File: src/adram_defs.svh
// timing counts and address layout for the paged dram controller
`ifndef ADRAM_DEFS_SVH
`define ADRAM_DEFS_SVH

`define ADRAM_CLK_NS 40
// least time in ns rounded up to whole clock cycles, never below one
`define ADRAM_CYC_MIN(ns) \
    ((((ns) + `ADRAM_CLK_NS - 1) / `ADRAM_CLK_NS) < 1 ? 1 : \
     (((ns) + `ADRAM_CLK_NS - 1) / `ADRAM_CLK_NS))

`define ADRAM_ROW_MSB 17
`define ADRAM_ROW_LSB 8
`define ADRAM_COL_MSB 7
`define ADRAM_ROW_BITS 10
`define ADRAM_COL_BITS 8
`define ADRAM_ADDR_BITS 18
`define ADRAM_DATA_BITS 16

`define ADRAM_T_RP_NS 50
`define ADRAM_T_RAS_NS 70
`define ADRAM_T_RPS_NS 130
`define ADRAM_T_RASS_US 100
`define ADRAM_T_RASC_US 100
`define ADRAM_REF_ROWS 1024
`define ADRAM_REF_PERIOD_MS 16
`define ADRAM_REF_PERIOD_LP_MS 128

`define ADRAM_RP_CYC `ADRAM_CYC_MIN(`ADRAM_T_RP_NS)
`define ADRAM_RAS_CYC `ADRAM_CYC_MIN(`ADRAM_T_RAS_NS)
`define ADRAM_RPS_CYC `ADRAM_CYC_MIN(`ADRAM_T_RPS_NS)
`define ADRAM_RASS_CYC `ADRAM_CYC_MIN(`ADRAM_T_RASS_US * 1000)
// longest times round down
`define ADRAM_RASC_CYC ((`ADRAM_T_RASC_US * 1000) / `ADRAM_CLK_NS)
`define ADRAM_PAGE_MARGIN 8
`define ADRAM_REF_CYC \
    ((`ADRAM_REF_PERIOD_MS * 1000000 / `ADRAM_REF_ROWS) / `ADRAM_CLK_NS)
`define ADRAM_REF_LP_CYC \
    ((`ADRAM_REF_PERIOD_LP_MS * 1000000 / `ADRAM_REF_ROWS) / `ADRAM_CLK_NS)
`define ADRAM_CNT_BITS 12

`endif

File: src/adram_pkg.sv
// types shared by the paged dram controller
`default_nettype none
`include "adram_defs.svh"

package adram_pkg;

    typedef enum logic [1:0] {
        OP_READ,
        OP_WRITE_EARLY,
        OP_WRITE_DELAYED,
        OP_READ_MODIFY_WRITE
    } adram_op_t;

    typedef struct packed {
        adram_op_t op;
        logic [1:0] byte_en;
        logic [`ADRAM_ADDR_BITS-1:0] addr;
        logic [`ADRAM_DATA_BITS-1:0] wdata;
    } adram_req_t;

endpackage : adram_pkg

`default_nettype wire

File: src/adram_ctrl.sv
// host controller driving an asynchronous x16 paged dram through its pins
//
// Overview of operation
// - column address on lines 0-7 at column fall
// - refresh all 1024 rows every 16 or 128 ms
// - row-only refresh: row low, column high
// - column-first refresh ignores write enables, outputs open
// - column fall with write enables high reads
// - write enable low before column fall: early write
// - write enable after column fall: delayed write
// - read-modify-write: read first, then write same location
// - page mode early writes within one open row
// - page mode delayed writes within one open row
// - page mode read-modify-write within one open row
// - all strobes and enables are active low
// - 16-bit shared data pins in two byte lanes
`timescale 1ns/1ps
`default_nettype none
`include "adram_defs.svh"

module adram_ctrl
(
    input wire logic i_clk,
    input wire logic i_reset_n,
    input wire logic i_req_valid,
    input wire adram_pkg::adram_req_t i_req,
    output logic o_req_ready,
    output logic [`ADRAM_DATA_BITS-1:0] o_rdata,
    output logic o_rdata_valid,
    input wire logic i_low_power_variant,
    input wire logic i_row_only_refresh,
    input wire logic i_self_refresh_req,
    output logic o_self_refresh_active,
    output logic o_ras_n,
    output logic o_cas_n,
    output logic o_upper_byte_write_en_n,
    output logic o_lower_byte_write_en_n,
    output logic o_oe_n,
    output logic [`ADRAM_ROW_BITS-1:0] o_addr,
    output logic [`ADRAM_DATA_BITS-1:0] o_dq,
    output logic o_dq_oe,
    input wire logic [`ADRAM_DATA_BITS-1:0] i_dq
);

    localparam int CW = `ADRAM_CNT_BITS;

    typedef enum logic [3:0] {
        S_IDLE,
        S_ROW,
        S_RCD,
        S_CASL,
        S_HOLD,
        S_TURN,
        S_WEL,
        S_WEH,
        S_CUP,
        S_PRE,
        S_CFREF,
        S_ROR,
        S_REF,
        S_SELF
    } adram_state_t;

    adram_state_t state_reg;
    adram_pkg::adram_req_t req_reg;
    logic [CW-1:0] wait_reg;
    logic [CW-1:0] page_reg;
    logic [CW-1:0] ref_cnt_reg;
    logic ref_due_reg;
    logic sr_mode_reg;
    logic ror_mode_reg;
    logic [`ADRAM_ROW_BITS-1:0] ref_row_reg;

    function automatic logic [`ADRAM_ROW_BITS-1:0] row_of(
        input logic [`ADRAM_ADDR_BITS-1:0] a);
        row_of = a[`ADRAM_ROW_MSB:`ADRAM_ROW_LSB];
    endfunction : row_of

    function automatic logic is_read_phase(input adram_pkg::adram_op_t op);
        is_read_phase = (op == adram_pkg::OP_READ) ||
                        (op == adram_pkg::OP_READ_MODIFY_WRITE);
    endfunction : is_read_phase

    logic busy_ref;
    logic start_ref;
    logic accept_new;
    logic page_open_ok;
    logic accept_page;
    logic wait_done;

    assign busy_ref = ref_due_reg || i_self_refresh_req;
    assign start_ref = (state_reg == S_IDLE) && busy_ref;
    // keep the row open no longer than the longest row-low time allows
    assign page_open_ok = page_reg <
        CW'(`ADRAM_RASC_CYC - `ADRAM_PAGE_MARGIN);
    assign accept_new = (state_reg == S_IDLE) && !busy_ref && i_req_valid;
    assign accept_page = (state_reg == S_CUP) && !busy_ref && i_req_valid &&
                         page_open_ok &&
                         (row_of(i_req.addr) == row_of(req_reg.addr));
    assign o_req_ready = !busy_ref &&
        ((state_reg == S_IDLE) ||
         ((state_reg == S_CUP) && page_open_ok &&
          (row_of(i_req.addr) == row_of(req_reg.addr))));
    assign wait_done = (wait_reg == '0);
    assign o_self_refresh_active = (state_reg == S_SELF);

    // sequencing
    always_ff @(posedge i_clk or negedge i_reset_n)
    begin
        if (!i_reset_n)
        begin
            state_reg <= S_IDLE;
            wait_reg <= '0;
        end
        else
        begin
            case (state_reg)
                S_IDLE:
                begin
                    if (start_ref)
                        state_reg <= (i_row_only_refresh &&
                                      !i_self_refresh_req) ? S_ROR : S_CFREF;
                    else if (accept_new)
                        state_reg <= S_ROW;
                end
                S_ROW: state_reg <= S_RCD;
                S_RCD: state_reg <= S_CASL;
                S_CASL: state_reg <= S_HOLD;
                S_HOLD:
                begin
                    case (req_reg.op)
                        adram_pkg::OP_READ_MODIFY_WRITE: state_reg <= S_TURN;
                        adram_pkg::OP_WRITE_DELAYED: state_reg <= S_WEL;
                        default: state_reg <= S_CUP;
                    endcase
                end
                S_TURN: state_reg <= S_WEL;
                S_WEL: state_reg <= S_WEH;
                S_WEH: state_reg <= S_CUP;
                S_CUP:
                begin
                    if (accept_page)
                        state_reg <= S_RCD;
                    else
                    begin
                        state_reg <= S_PRE;
                        wait_reg <= CW'(`ADRAM_RP_CYC - 1);
                    end
                end
                S_CFREF, S_ROR:
                begin
                    state_reg <= S_REF;
                    wait_reg <= CW'(`ADRAM_RAS_CYC - 1);
                end
                S_REF:
                begin
                    if (!wait_done)
                        wait_reg <= wait_reg - CW'(1);
                    else if (sr_mode_reg)
                    begin
                        state_reg <= S_SELF;
                        wait_reg <= CW'(`ADRAM_RASS_CYC - `ADRAM_RAS_CYC);
                    end
                    else
                    begin
                        state_reg <= S_PRE;
                        wait_reg <= CW'(`ADRAM_RP_CYC - 1);
                    end
                end
                S_SELF:
                begin
                    // the minimum self refresh time is served before exit
                    if (!wait_done)
                        wait_reg <= wait_reg - CW'(1);
                    else if (!i_self_refresh_req)
                    begin
                        state_reg <= S_PRE;
                        wait_reg <= CW'(`ADRAM_RPS_CYC - 1);
                    end
                end
                S_PRE:
                begin
                    if (!wait_done)
                        wait_reg <= wait_reg - CW'(1);
                    else
                        state_reg <= S_IDLE;
                end
                default: state_reg <= S_IDLE;
            endcase
        end
    end

    // strobes, enables and address pins, all active low strobes
    always_ff @(posedge i_clk or negedge i_reset_n)
    begin
        if (!i_reset_n)
        begin
            o_ras_n <= 1'b1;
            o_cas_n <= 1'b1;
            o_upper_byte_write_en_n <= 1'b1;
            o_lower_byte_write_en_n <= 1'b1;
            o_oe_n <= 1'b1;
            o_addr <= '0;
        end
        else
        begin
            case (state_reg)
                S_IDLE:
                begin
                    if (start_ref && i_row_only_refresh && !i_self_refresh_req)
                        o_addr <= ref_row_reg;
                    else if (start_ref)
                        o_cas_n <= 1'b0;
                    else if (accept_new)
                        o_addr <= row_of(i_req.addr);
                end
                S_ROW: o_ras_n <= 1'b0;
                S_RCD:
                begin
                    o_addr <= {{(`ADRAM_ROW_BITS-`ADRAM_COL_BITS){1'b0}},
                               req_reg.addr[`ADRAM_COL_MSB:0]};
                    if (req_reg.op == adram_pkg::OP_WRITE_EARLY)
                    begin
                        // both lanes fall on one edge so the combined mode
                        // sees a single start and end
                        o_upper_byte_write_en_n <= !req_reg.byte_en[1];
                        o_lower_byte_write_en_n <= !req_reg.byte_en[0];
                    end
                    if (is_read_phase(req_reg.op))
                        o_oe_n <= 1'b0;
                end
                S_CASL: o_cas_n <= 1'b0;
                S_HOLD:
                begin
                    if (req_reg.op == adram_pkg::OP_READ_MODIFY_WRITE)
                        o_oe_n <= 1'b1; // release before driving data
                end
                S_WEL:
                begin
                    o_upper_byte_write_en_n <= !req_reg.byte_en[1];
                    o_lower_byte_write_en_n <= !req_reg.byte_en[0];
                end
                S_WEH:
                begin
                    o_cas_n <= 1'b1;
                    o_upper_byte_write_en_n <= 1'b1;
                    o_lower_byte_write_en_n <= 1'b1;
                end
                S_CUP:
                begin
                    o_oe_n <= 1'b1;
                    o_cas_n <= 1'b1;
                    o_upper_byte_write_en_n <= 1'b1;
                    o_lower_byte_write_en_n <= 1'b1;
                    if (!accept_page)
                        o_ras_n <= 1'b1;
                end
                S_CFREF, S_ROR: o_ras_n <= 1'b0;
                S_REF:
                begin
                    if (wait_done && !sr_mode_reg)
                    begin
                        o_ras_n <= 1'b1;
                        o_cas_n <= 1'b1;
                    end
                end
                S_SELF:
                begin
                    if (wait_done && !i_self_refresh_req)
                    begin
                        o_ras_n <= 1'b1;
                        o_cas_n <= 1'b1;
                    end
                end
                default:
                begin
                    o_oe_n <= 1'b1;
                end
            endcase
        end
    end

    // request capture and data path on the shared pins
    always_ff @(posedge i_clk or negedge i_reset_n)
    begin
        if (!i_reset_n)
        begin
            req_reg <= '0;
            o_dq <= '0;
            o_dq_oe <= 1'b0;
            o_rdata <= '0;
            o_rdata_valid <= 1'b0;
        end
        else
        begin
            o_rdata_valid <= 1'b0;
            if (accept_new || accept_page)
                req_reg <= i_req;
            if ((state_reg == S_RCD) &&
                (req_reg.op == adram_pkg::OP_WRITE_EARLY))
            begin
                o_dq <= req_reg.wdata;
                o_dq_oe <= 1'b1;
            end
            // data is only driven once the device output enable is high
            if ((state_reg == S_HOLD &&
                 req_reg.op == adram_pkg::OP_WRITE_DELAYED) ||
                state_reg == S_TURN)
            begin
                o_dq <= req_reg.wdata;
                o_dq_oe <= 1'b1;
            end
            if (state_reg == S_HOLD && is_read_phase(req_reg.op))
            begin
                o_rdata <= i_dq;
                o_rdata_valid <= 1'b1;
            end
            if (state_reg == S_CUP || state_reg == S_WEH)
                o_dq_oe <= 1'b0;
        end
    end

    // refresh pacing: one row per interval, set wins over clear
    always_ff @(posedge i_clk or negedge i_reset_n)
    begin
        if (!i_reset_n)
        begin
            ref_cnt_reg <= '0;
            ref_due_reg <= 1'b0;
            ref_row_reg <= '0;
            sr_mode_reg <= 1'b0;
            ror_mode_reg <= 1'b0;
        end
        else
        begin
            if (ref_cnt_reg == '0)
            begin
                ref_cnt_reg <= i_low_power_variant ?
                    CW'(`ADRAM_REF_LP_CYC - 1) :
                    CW'(`ADRAM_REF_CYC - 1);
                ref_due_reg <= 1'b1;
            end
            else
            begin
                ref_cnt_reg <= ref_cnt_reg - CW'(1);
                if (start_ref)
                    ref_due_reg <= 1'b0;
            end
            if (start_ref)
            begin
                sr_mode_reg <= i_self_refresh_req;
                ror_mode_reg <= i_row_only_refresh && !i_self_refresh_req;
            end
            if (state_reg == S_REF && wait_done && ror_mode_reg)
                ref_row_reg <= ref_row_reg + `ADRAM_ROW_BITS'(1);
        end
    end

    // time the row has been open in page mode
    always_ff @(posedge i_clk or negedge i_reset_n)
    begin
        if (!i_reset_n)
            page_reg <= '0;
        else if (accept_new)
            page_reg <= '0;
        else if (page_reg != '1)
            page_reg <= page_reg + CW'(1);
    end

endmodule : adram_ctrl

`default_nettype wire

File: config.mk
export PLATFORM = sky130hd
export DESIGN_NAME = adram_ctrl
export DESIGN_NICKNAME = d
export VERILOG_FILES = /design/src/adram_pkg.sv /design/src/adram_ctrl.sv
export VERILOG_INCLUDE_DIRS = /design/src
export SDC_FILE = /design/constraint.sdc
export NUM_CORES = 1
export LEC_CHECK = 0
export BUFFER_PORTS_ARGS = -buffer_cell sky130_fd_sc_hd__buf_2
export CORE_MARGIN = 10
export CORE_UTILIZATION = 60
export CTS_CLUSTER_DIAMETER = 200
export DETAILED_ROUTE_END_ITERATION = 16
export GPL_TIMING_DRIVEN = 0
export MAX_ROUTING_LAYER = met4
export PLACE_DENSITY = 0.82
export SYNTH_ARGS = -nofsm -noshare
export SYNTH_HDL_FRONTEND = slang
export SYNTH_SLANG_ARGS = --single-unit
export TNS_END_PERCENT = 1
File: constraint.sdc
create_clock -name i_clk -period 6.8 [get_ports i_clk]
set_input_delay 0 -clock i_clk [delete_from_list [all_inputs] [get_ports i_clk]]
set_output_delay 0 -clock i_clk [all_outputs]
set_load 0.02 [all_outputs]
==> out/results.env, run 1 <==
YOSYS.CELL_COUNT.TOP_TYPE='sky130_fd_sc_hd__dfrtp_1'
P_SEQ_FRAC=0.362
SUM_OF_OVERFLOW_ACROSS_ALL_LAYERS_AFTER_GLOBAL_ROUTING=0
FIN_HOLD_WS_PS=53.7
FMAX_GHz=0.384
CLOCK_TREE.ROOT_CELL='sky130_fd_sc_hd__clkbuf_16'
TRITONCTS_SINKS=140
SYN2LAYOUT_AREA_GROWTH_PCT=28.0
WORSTMARGINPINSLEW_PS=892
ASYNC_RESET_FF_FRAC=1.00
NETLIST_TOP_CELLS_AREA='sky130_fd_sc_hd__dfrtp_1, sky130_fd_sc_hd__mux2_2, sky130_fd_sc_hd__mux2_1'
DPL.HPWL_MM=12.6
CELL_INT_POWER_mW=2.47
VERTICAL_DIE_DIMENSION_UM=128
CRIT_PATH_START_KIND='register'
FIN_TNS_SETUP_PS=0
NETLIST-CELL-TYPE-COUNT=71
HP-CLASS='in -> reg'
TOTAL_LEAKAGE_POWER_nW=4.15
WL_PER_CELL_UM=21.7
HTREEDEPTH=4
SYNTHCELLS=641
WORST-ENDPOINT-ARRIVAL_PS=2610
GRT_START_MAX_NET_PINS=83
FF2FF_SETUP_SLACK_PS=4210
LAYOUT.FILLER_CELLS=649
SYNTH.CELL_AREA_UM2=6960
POWER.SHARE.CLOCK=0.235
PATH_COMMON_CELL='sky130_fd_sc_hd__buf_2'
YOSYS.AREA.TOP_TYPE='sky130_fd_sc_hd__dfrtp_1'
DRT_PASS1_ITERATIONS=5
MAXSLEWHEADROOM=0.401
SYNTH.YOSYS.SEQ_AREA_SHARE=0.504
FINAL.SETUP_SKEW_PS=11.2
RSZ0062_AT_GRT='no'
NUM-NETS-FINAL=897
SYNTH.NET_COUNT=711
CORE_UM2=11400
NETSWITCHINGFRACTION=0.407
IO_PINS=111
CELLPOWERDENSITY_nW_PER_UM2=468
NETSWITCHINGPOWER_mW=1.70
CLKSLEWWORSTSETUPHOLDPATHS_PS=60
INSERTEDDIODECOUNT=0
YOSYS_REGISTER_BITS=140
TIMING.HOLD.WORST_PATH_DEPTH=3
FP-ROW-COUNT=39
PLACE.PORT_BUFFERS=110
SYNTH_FLOP_CELL='sky130_fd_sc_hd__dfrtp_1'
TIMING_HOLD_VIOLATIONS_FINAL=0
DRC=0
COMB_POWER_SHARE=0.402
FINAL_MAX_SLEW_VIOL_COUNT=0
GRTUSAGETOTAL=0.270
REPORT.FINAL.SETUP_VIOL=0
REQUIRED_PS=6800
DRIVE_GT1_FRAC=0.254
DIE_AREA_UM2=16300
SLOWEST_DELAY_PS=460
FIN_CRIT_SH=0.383
VDD_IR_DROP_MAX_mV=0.313
R2R_CELLS=7
MAX-CLOCK-PATH-BUFFERS=2
LARGEST_REGISTER_FFS=38
TIMING.CRITICAL_PATH.FANOUT_MAX=10
MIN_PERIOD_PS=2610
CRITICAL_PATH.ENDPOINT_TYPE='output pin'
CRIT_TYPE='reg -> out'
FIRST_GLOBAL_VIAS=6481
DIE_WIDTH_UM=128
YOSYSTOPAREACELLSHARE=0.485
SYNTH-EDFF-COUNT=0
INITIALDRTVIOLATIONCOUNT=716
MAX_STAGE_DELAY_CELL_WORST_PATH='sky130_fd_sc_hd__nor4b_2'
DETAIL_ROUTE.VIAS_PER_CELL=6.32
TRITONCTS_CLOCK_TREE='yes'
CRIT_PATH_CELL_TRACE='buf_2 -> nor4b_2 -> nand4_1 -> nor4_2 -> buf_4 -> o21a_1 -> buf_2'
FINAL_ANTENNA_NET_COUNT=0
GPL.FINAL_WEIGHTED_CONGESTION=0.930
YS_TOP_CELLS_BY_COUNT='sky130_fd_sc_hd__dfrtp_1, sky130_fd_sc_hd__nand2_1, sky130_fd_sc_hd__mux2_2'
WORST_SKEW_PAIR.LATE_LATENCY_PS=430
ANTENNA_FOUND_INITIAL=0
UTILIZATION_AFTER_LAYOUT=0.784
CTS_SETUP_BUFFERS=0
GRT_PASS1_WL_MM=34.1
STATUS='finished clean'
YS.WARNINGS.COUNT=0
WIRELENGTH_MM=21.4
FLOORPLAN.INITIALDENSITY=0.612
SYN-MEAN-INSTANCE-AREA_UM2=10.9
MAX-CAP-VIOLATIONS=0
NUMCTSBUFFERS=17
DETAILROUTE.VIA_COUNT=6208
## timing repair
item	4_1_cts	5_1_grt
gates resized for setup	0	0
endpoints found under the hold margin	119	0
hold buffers	56	0
## power by group through the flow
stage	clock network [mW]	logic, mW	registers [mW]
CTS	0.976	1.62	1.48
global route	1.02	1.81	1.54
detailed placement	0	1.57	1.48
floorplan	0	0.959	1.58
finish	0.982	1.68	1.51
global placement	0	1.50	1.44
## cell usage in the layout (no fill, tap or decap), types with 4 or more instances in the layout
cell | Yosys | routed
sky130_fd_sc_hd__a211oi_1 | 8 | 8
sky130_fd_sc_hd__a21o_1 | 11 | 11
sky130_fd_sc_hd__a21oi_1 | 19 | 19
sky130_fd_sc_hd__a221oi_1 | 12 | 12
sky130_fd_sc_hd__a22o_1 | 4 | 4
sky130_fd_sc_hd__a31oi_1 | 6 | 6
sky130_fd_sc_hd__and2_1 | 4 | 4
sky130_fd_sc_hd__and3_1 | 6 | 6
sky130_fd_sc_hd__and4_1 | 4 | 4
sky130_fd_sc_hd__buf_2 | 8 | 117
sky130_fd_sc_hd__buf_6 | 5 | 6
sky130_fd_sc_hd__clkbuf_1 | 11 | 12
sky130_fd_sc_hd__clkbuf_16 | 0 | 17
sky130_fd_sc_hd__clkbuf_8 | 0 | 7
sky130_fd_sc_hd__dfrtp_1 | 135 | 135
sky130_fd_sc_hd__dfstp_2 | 5 | 5
sky130_fd_sc_hd__dlygate4sd3_1 | 0 | 56
sky130_fd_sc_hd__ha_1 | 10 | 10
sky130_fd_sc_hd__inv_1 | 26 | 26
sky130_fd_sc_hd__mux2_1 | 29 | 29
sky130_fd_sc_hd__mux2_2 | 33 | 33
sky130_fd_sc_hd__mux2i_1 | 14 | 14
sky130_fd_sc_hd__nand2_1 | 71 | 71
sky130_fd_sc_hd__nand2b_1 | 4 | 4
sky130_fd_sc_hd__nand3_1 | 20 | 20
sky130_fd_sc_hd__nand4_1 | 10 | 10
sky130_fd_sc_hd__nor2_1 | 32 | 32
sky130_fd_sc_hd__nor2b_1 | 6 | 6
sky130_fd_sc_hd__nor3_1 | 15 | 15
sky130_fd_sc_hd__nor4_1 | 7 | 7
sky130_fd_sc_hd__o21ai_0 | 26 | 26
sky130_fd_sc_hd__o31ai_1 | 4 | 4
sky130_fd_sc_hd__or3_1 | 6 | 6
sky130_fd_sc_hd__or4_1 | 6 | 6
sky130_fd_sc_hd__xnor2_1 | 23 | 23
sky130_fd_sc_hd__xor2_1 | 10 | 10
## kinds of logic after synthesis
group                    after synthesis  synth area share
flip-flops                           140             0.504
AND/OR/NAND/NOR                      213             0.165
multiplexers                          76             0.120
buffers and inverters                 54            0.0370
AO/OA/AOI/OAI                        115             0.113
adder cells (fa/ha/maj)               10            0.0180
XOR/XNOR                              33            0.0415
## final timing paths
check / endpoint / from
min reg2reg: o_upper_byte_write_en_n$_DFFE_PN1P_ / req_reg[35]$_DFFE_PN0P_
max in group asynchronous: ror_mode_reg$_DFFE_PN0N_ / i_reset_n
min in group asynchronous: wait_reg[11]$_DFFE_PN0P_ / i_reset_n
max: o_req_ready / state_reg[2]$_DFFE_PN0P_
max reg2reg: ref_row_reg[9]$_DFFE_PN0P_ / wait_reg[0]$_DFFE_PN0P_
min: page_reg[0]$_DFFE_PN0P_ / i_req_valid
## stage by stage
stage               setup slack, ps  power, mW  area [µm²]  instances
floorplan                      4680       2.54        6960        641
global placement               3930       2.94        7690        894
detailed placement             4320       3.04        7720        895
CTS                            4180       4.08        8910        983
global route                   4070       4.38        8910        983
finish                         4190       4.17        8910        983
## critical path, delay by kind of cell (launching register included)
family	cells	cell delay, ps
buffers and inverters	3	620
flip-flops	1	380
AND/OR/NAND/NOR	3	1050
AO/OA/AOI/OAI	1	140
## routing by layer
metal	global-route usage	routed length [µm]
met5	-	0
met4	0.138	995
met3	0.0624	1520
met2	0.455	11200
met1	0.294	7670
## cell type report
class,count,area [µm²],area share
clock inverters,7,100,0.0112
flip-flops and latches,140,3510,0.394
well taps,143,179,0.0201
multi-input cells,447,3190,0.358
repair buffers,167,1140,0.129
inverters,27,101,0.0114
plain buffers,27,156,0.0176
clock buffers,25,526,0.0590
Power figures use the tool's default switching activity.
==> inputs of run 2 (changes only) <==
--- a/config.mk
+++ b/config.mk
@@ -8,12 +8,12 @@
 export LEC_CHECK = 0
 export BUFFER_PORTS_ARGS = -buffer_cell sky130_fd_sc_hd__buf_2
 export CORE_MARGIN = 10
-export CORE_UTILIZATION = 60
+export CORE_UTILIZATION = 51
 export CTS_CLUSTER_DIAMETER = 200
 export DETAILED_ROUTE_END_ITERATION = 16
 export GPL_TIMING_DRIVEN = 0
 export MAX_ROUTING_LAYER = met4
-export PLACE_DENSITY = 0.82
+export PLACE_DENSITY = 0.74
 export SYNTH_ARGS = -nofsm -noshare
 export SYNTH_HDL_FRONTEND = slang
 export SYNTH_SLANG_ARGS = --single-unit
==> constraint.sdc (replaced) <==
create_clock -name i_clk -period 2.1 [get_ports i_clk]
set_input_delay 0 -clock i_clk [delete_from_list [all_inputs] [get_ports i_clk]]
set_output_delay 0 -clock i_clk [all_outputs]
set_load 0.02 [all_outputs]
==> run 2 against run 1 <==
Effect of this change:
- the flow now finishes with violations (negative setup slack)
- critical path depth increased by 1
- via count shrank 4.3%
- non-clock buffer count rose by 13
- core utilization down 7.9 points
- sequential share of layout area fell by 1.9 points
- total power rose to 3.3 times the previous value
- sequential power rose to 3.2 times the previous value
- cell area grew 5.2%
- first-iteration DRC count fell by 23%
- clock power rose to 2.9 times the previous value
- die area up 15%
- combinational power increased to 3.7 times the previous value
- critical endpoint is now wait_reg[10]$_DFFE_PN0P_
- largest cell class is now multi-input gates
==> out/results.env, run 2 (synthesis results as in run 1) <==
STATUS='finished, violations left'
VIOLATIONS='negative setup slack'
RR_ENDPOINT='wait_reg[10]$_DFFE_PN0P_'
PLACE.PORT_BUFFERS=110
ENDPOINT='wait_reg[10]$_DFFE_PN0P_'
VERTICAL_DIE_DIMENSION_UM=137
WORST_SLACK_PS=-110
FMAX_GHz=0.452
FINALINSTANCEAREA_UM2=9370
HP-CLASS='in -> async'
USE_MET3=0.0502
TRITONCTS_SINKS=140
WORSTMARGINPINSLEW_PS=556
FINAL.SETUP_SKEW_PS=8.64
SUM_OF_OVERFLOW_ACROSS_ALL_LAYERS_AFTER_GLOBAL_ROUTING=0
INSERTEDDIODECOUNT=0
MOST-COMMON-LAYOUT-CELLS='sky130_fd_sc_hd__dfrtp_1, sky130_fd_sc_hd__buf_2, sky130_fd_sc_hd__nand2_1'
RSZ0062_AT_GRT='yes'
CRIT_PATH_CELL_TRACE='inv_2 -> ha_4 -> or4b_4 -> nor3_4 -> buf_6 -> a21oi_4 -> a221oi_1 -> o21bai_1'
DIE_WIDTH_UM=137
CLOCK_TREE.ROOT_CELL='sky130_fd_sc_hd__clkbuf_16'
UTILIZATION_AFTER_LAYOUT=0.705
PLACEDINSTANCEAREA_UM2=7760
CORE_UM2=13300
ANTENNA_FOUND_INITIAL=0
PLACE_INST=928
DRT_PASS1_ITERATIONS=5
FIRST_GLOBAL_VIAS=6070
MAX-CAP-VIOLATIONS=0
WORST_SKEW_PAIR.LATE_LATENCY_PS=420
GPL.FINAL_WEIGHTED_CONGESTION=0.894
WIRELENGTH_MM=20.1
MAXSLEWHEADROOM=0.629
CRIT_PATH_START='wait_reg[1]$_DFFE_PN0P_'
CRITICAL_PATH.ENDPOINT_TYPE='register'
WORST-ENDPOINT-ARRIVAL_PS=2510
CLKSLEWWORSTSETUPHOLDPATHS_PS=60
REPORT.FINAL.SETUP_VIOL=58
GLOBALROUTE.BUSIESTLAYER='met2'
FLOORPLAN.INITIALDENSITY=0.523
WL_PER_CELL_UM=19.5
MAX-CLOCK-PATH-BUFFERS=2
FIN_CRIT_SH=1.05
MOSTFREQUENTLAYOUTCELL='sky130_fd_sc_hd__dfrtp_1'
TRITONCTS_CLOCK_TREE='yes'
GRT_PASS1_WL_MM=31.2
SLOWEST_DELAY_PS=510
DETAIL_ROUTE.VIAS_PER_CELL=5.77
CELLPOWERDENSITY_nW_PER_UM2=1480
GR-USAGE-MET2=0.361
NUMCTSBUFFERS=17
DRIVE_GT1_FRAC=0.336
NUM-NETS-FINAL=910
R2R_CELLS=8
FP-ROW-COUNT=42
DETAILROUTE.VIA_COUNT=5940
CRIT_PATH_START_KIND='register'
LAYOUT.CELLS.NON_FILLER=1029
TIMING_HOLD_VIOLATIONS_FINAL=0
GRT_START_MAX_NET_PINS=99
TOTAL_LEAKAGE_POWER_nW=4.37
DRC=0
GRT.MET1_USAGE=0.251
IO_PINS=111
REQUIRED_PS=2400
REGTOREGSTARTPOINT='wait_reg[1]$_DFFE_PN0P_'
TIMING.CRITICAL_PATH.FANOUT_MAX=5
INITIALDRTVIOLATIONCOUNT=549
FINAL_ANTENNA_NET_COUNT=0
HTREEDEPTH=4
FF2FF_SETUP_SLACK_PS=-110
FINAL_MAX_SLEW_VIOL_COUNT=0
LARGEST_REGISTER_FFS=38
MAX_STAGE_DELAY_CELL_WORST_PATH='sky130_fd_sc_hd__or4b_4'
MIN_PERIOD_PS=2210
VDD_IR_DROP_MAX_mV=1.14
DPL.HPWL_MM=12.5
CRIT_TYPE='reg -> reg'
GRTUSAGETOTAL=0.215
SYN2LAYOUT_AREA_GROWTH_PCT=34.6
DIE_AREA_UM2=18700
==> run 2: changes by cell type in the layout (fill, tap and decap cells not counted), sizes merged <==
cell and delta:
clkbuf -1, bufinv -1, buf +12, clkinv +3
==> run 2: power by group <==
part,internal (mW),switching [mW]
combinational,2.65,3.49
clock,1.72,1.15
sequential,3.89,0.982
total,8.26,5.63
==> run 2: final cells by class <==
class | instances | area [µm²]
Clock inverter | 9 | 86.3
Inverter | 27 | 105
Buffer | 25 | 175
Sequential cell | 140 | 3510
Fill cell | 899 | 3930
Clock buffer | 23 | 478
Multi-Input combinational cell | 447 | 3510
Timing Repair Buffer | 182 | 1270
Tap cell | 176 | 220
==> run 2: worst min-delay path by stage <==
stage	cells after the start	end	slack, ps	startpoint
after global placement	3	o_rdata[11]$_DFFE_PN0P_	190	i_dq[11]
after CTS	3	page_reg[6]$_DFFE_PN0P_	50	i_req_valid
after floorplan	0	o_addr[0]$_DFFE_PN0P_	-300	i_reset_n
after detailed placement	1	o_rdata[12]$_DFFE_PN0P_	-60	i_reset_n
after global routing	3	page_reg[6]$_DFFE_PN0P_	70	i_req_valid
final	2	o_rdata[12]$_DFFE_PN0P_	60	i_reset_n
==> run 2: worst max-delay path: cells and delay by family, from the launching register on <==
family,cells,cell delay (ps)
AND/OR/NAND/NOR,2,760
AO/OA/AOI/OAI,3,500
flip-flops,1,400
buffers and inverters,2,250
adder cells (fa/ha/maj),1,160
==> run 2: per-layer routing <==
| metal | up-vias | part of all wire |
|---|---|---|
| met3 | 28 | 0.061 |
| met5 | - | 0 |
| met2 | 240 | 0.51 |
| met4 | 0 | 0.016 |
| met1 | 2971 | 0.41 |
| li1 | 2701 | - |
==> run 2: per-stage QoR <==
| stage | setup TNS, ps | power, mW | worst slack, ps | hold WS (ps) |
|---|---|---|---|---|
| after floorplan | 0 | 8.23 | 19.2 | -296 |
| after global placement | -121700 | 9.57 | -768 | 189 |
| after detailed placement | -19710 | 9.83 | -321 | -59.0 |
| after CTS | -6380 | 13.2 | -171 | 49.9 |
| after global routing | -9850 | 14.6 | -234 | 71.9 |
| final | -3350 | 13.9 | -110 | 59.8 |
==> run 2: timing repair <==
| item | CTS | global route |
|---|---|---|
| setup endpoints to repair | 101 | 114 |
| resized for setup | 45 | 55 |
| setup buffers | 5 | 10 |
| hold buffers | 56 | 0 |
| endpoints found under the hold margin | 196 | 0 |
| cloned | 1 | 0 |
| pin swaps | 11 | 18 |
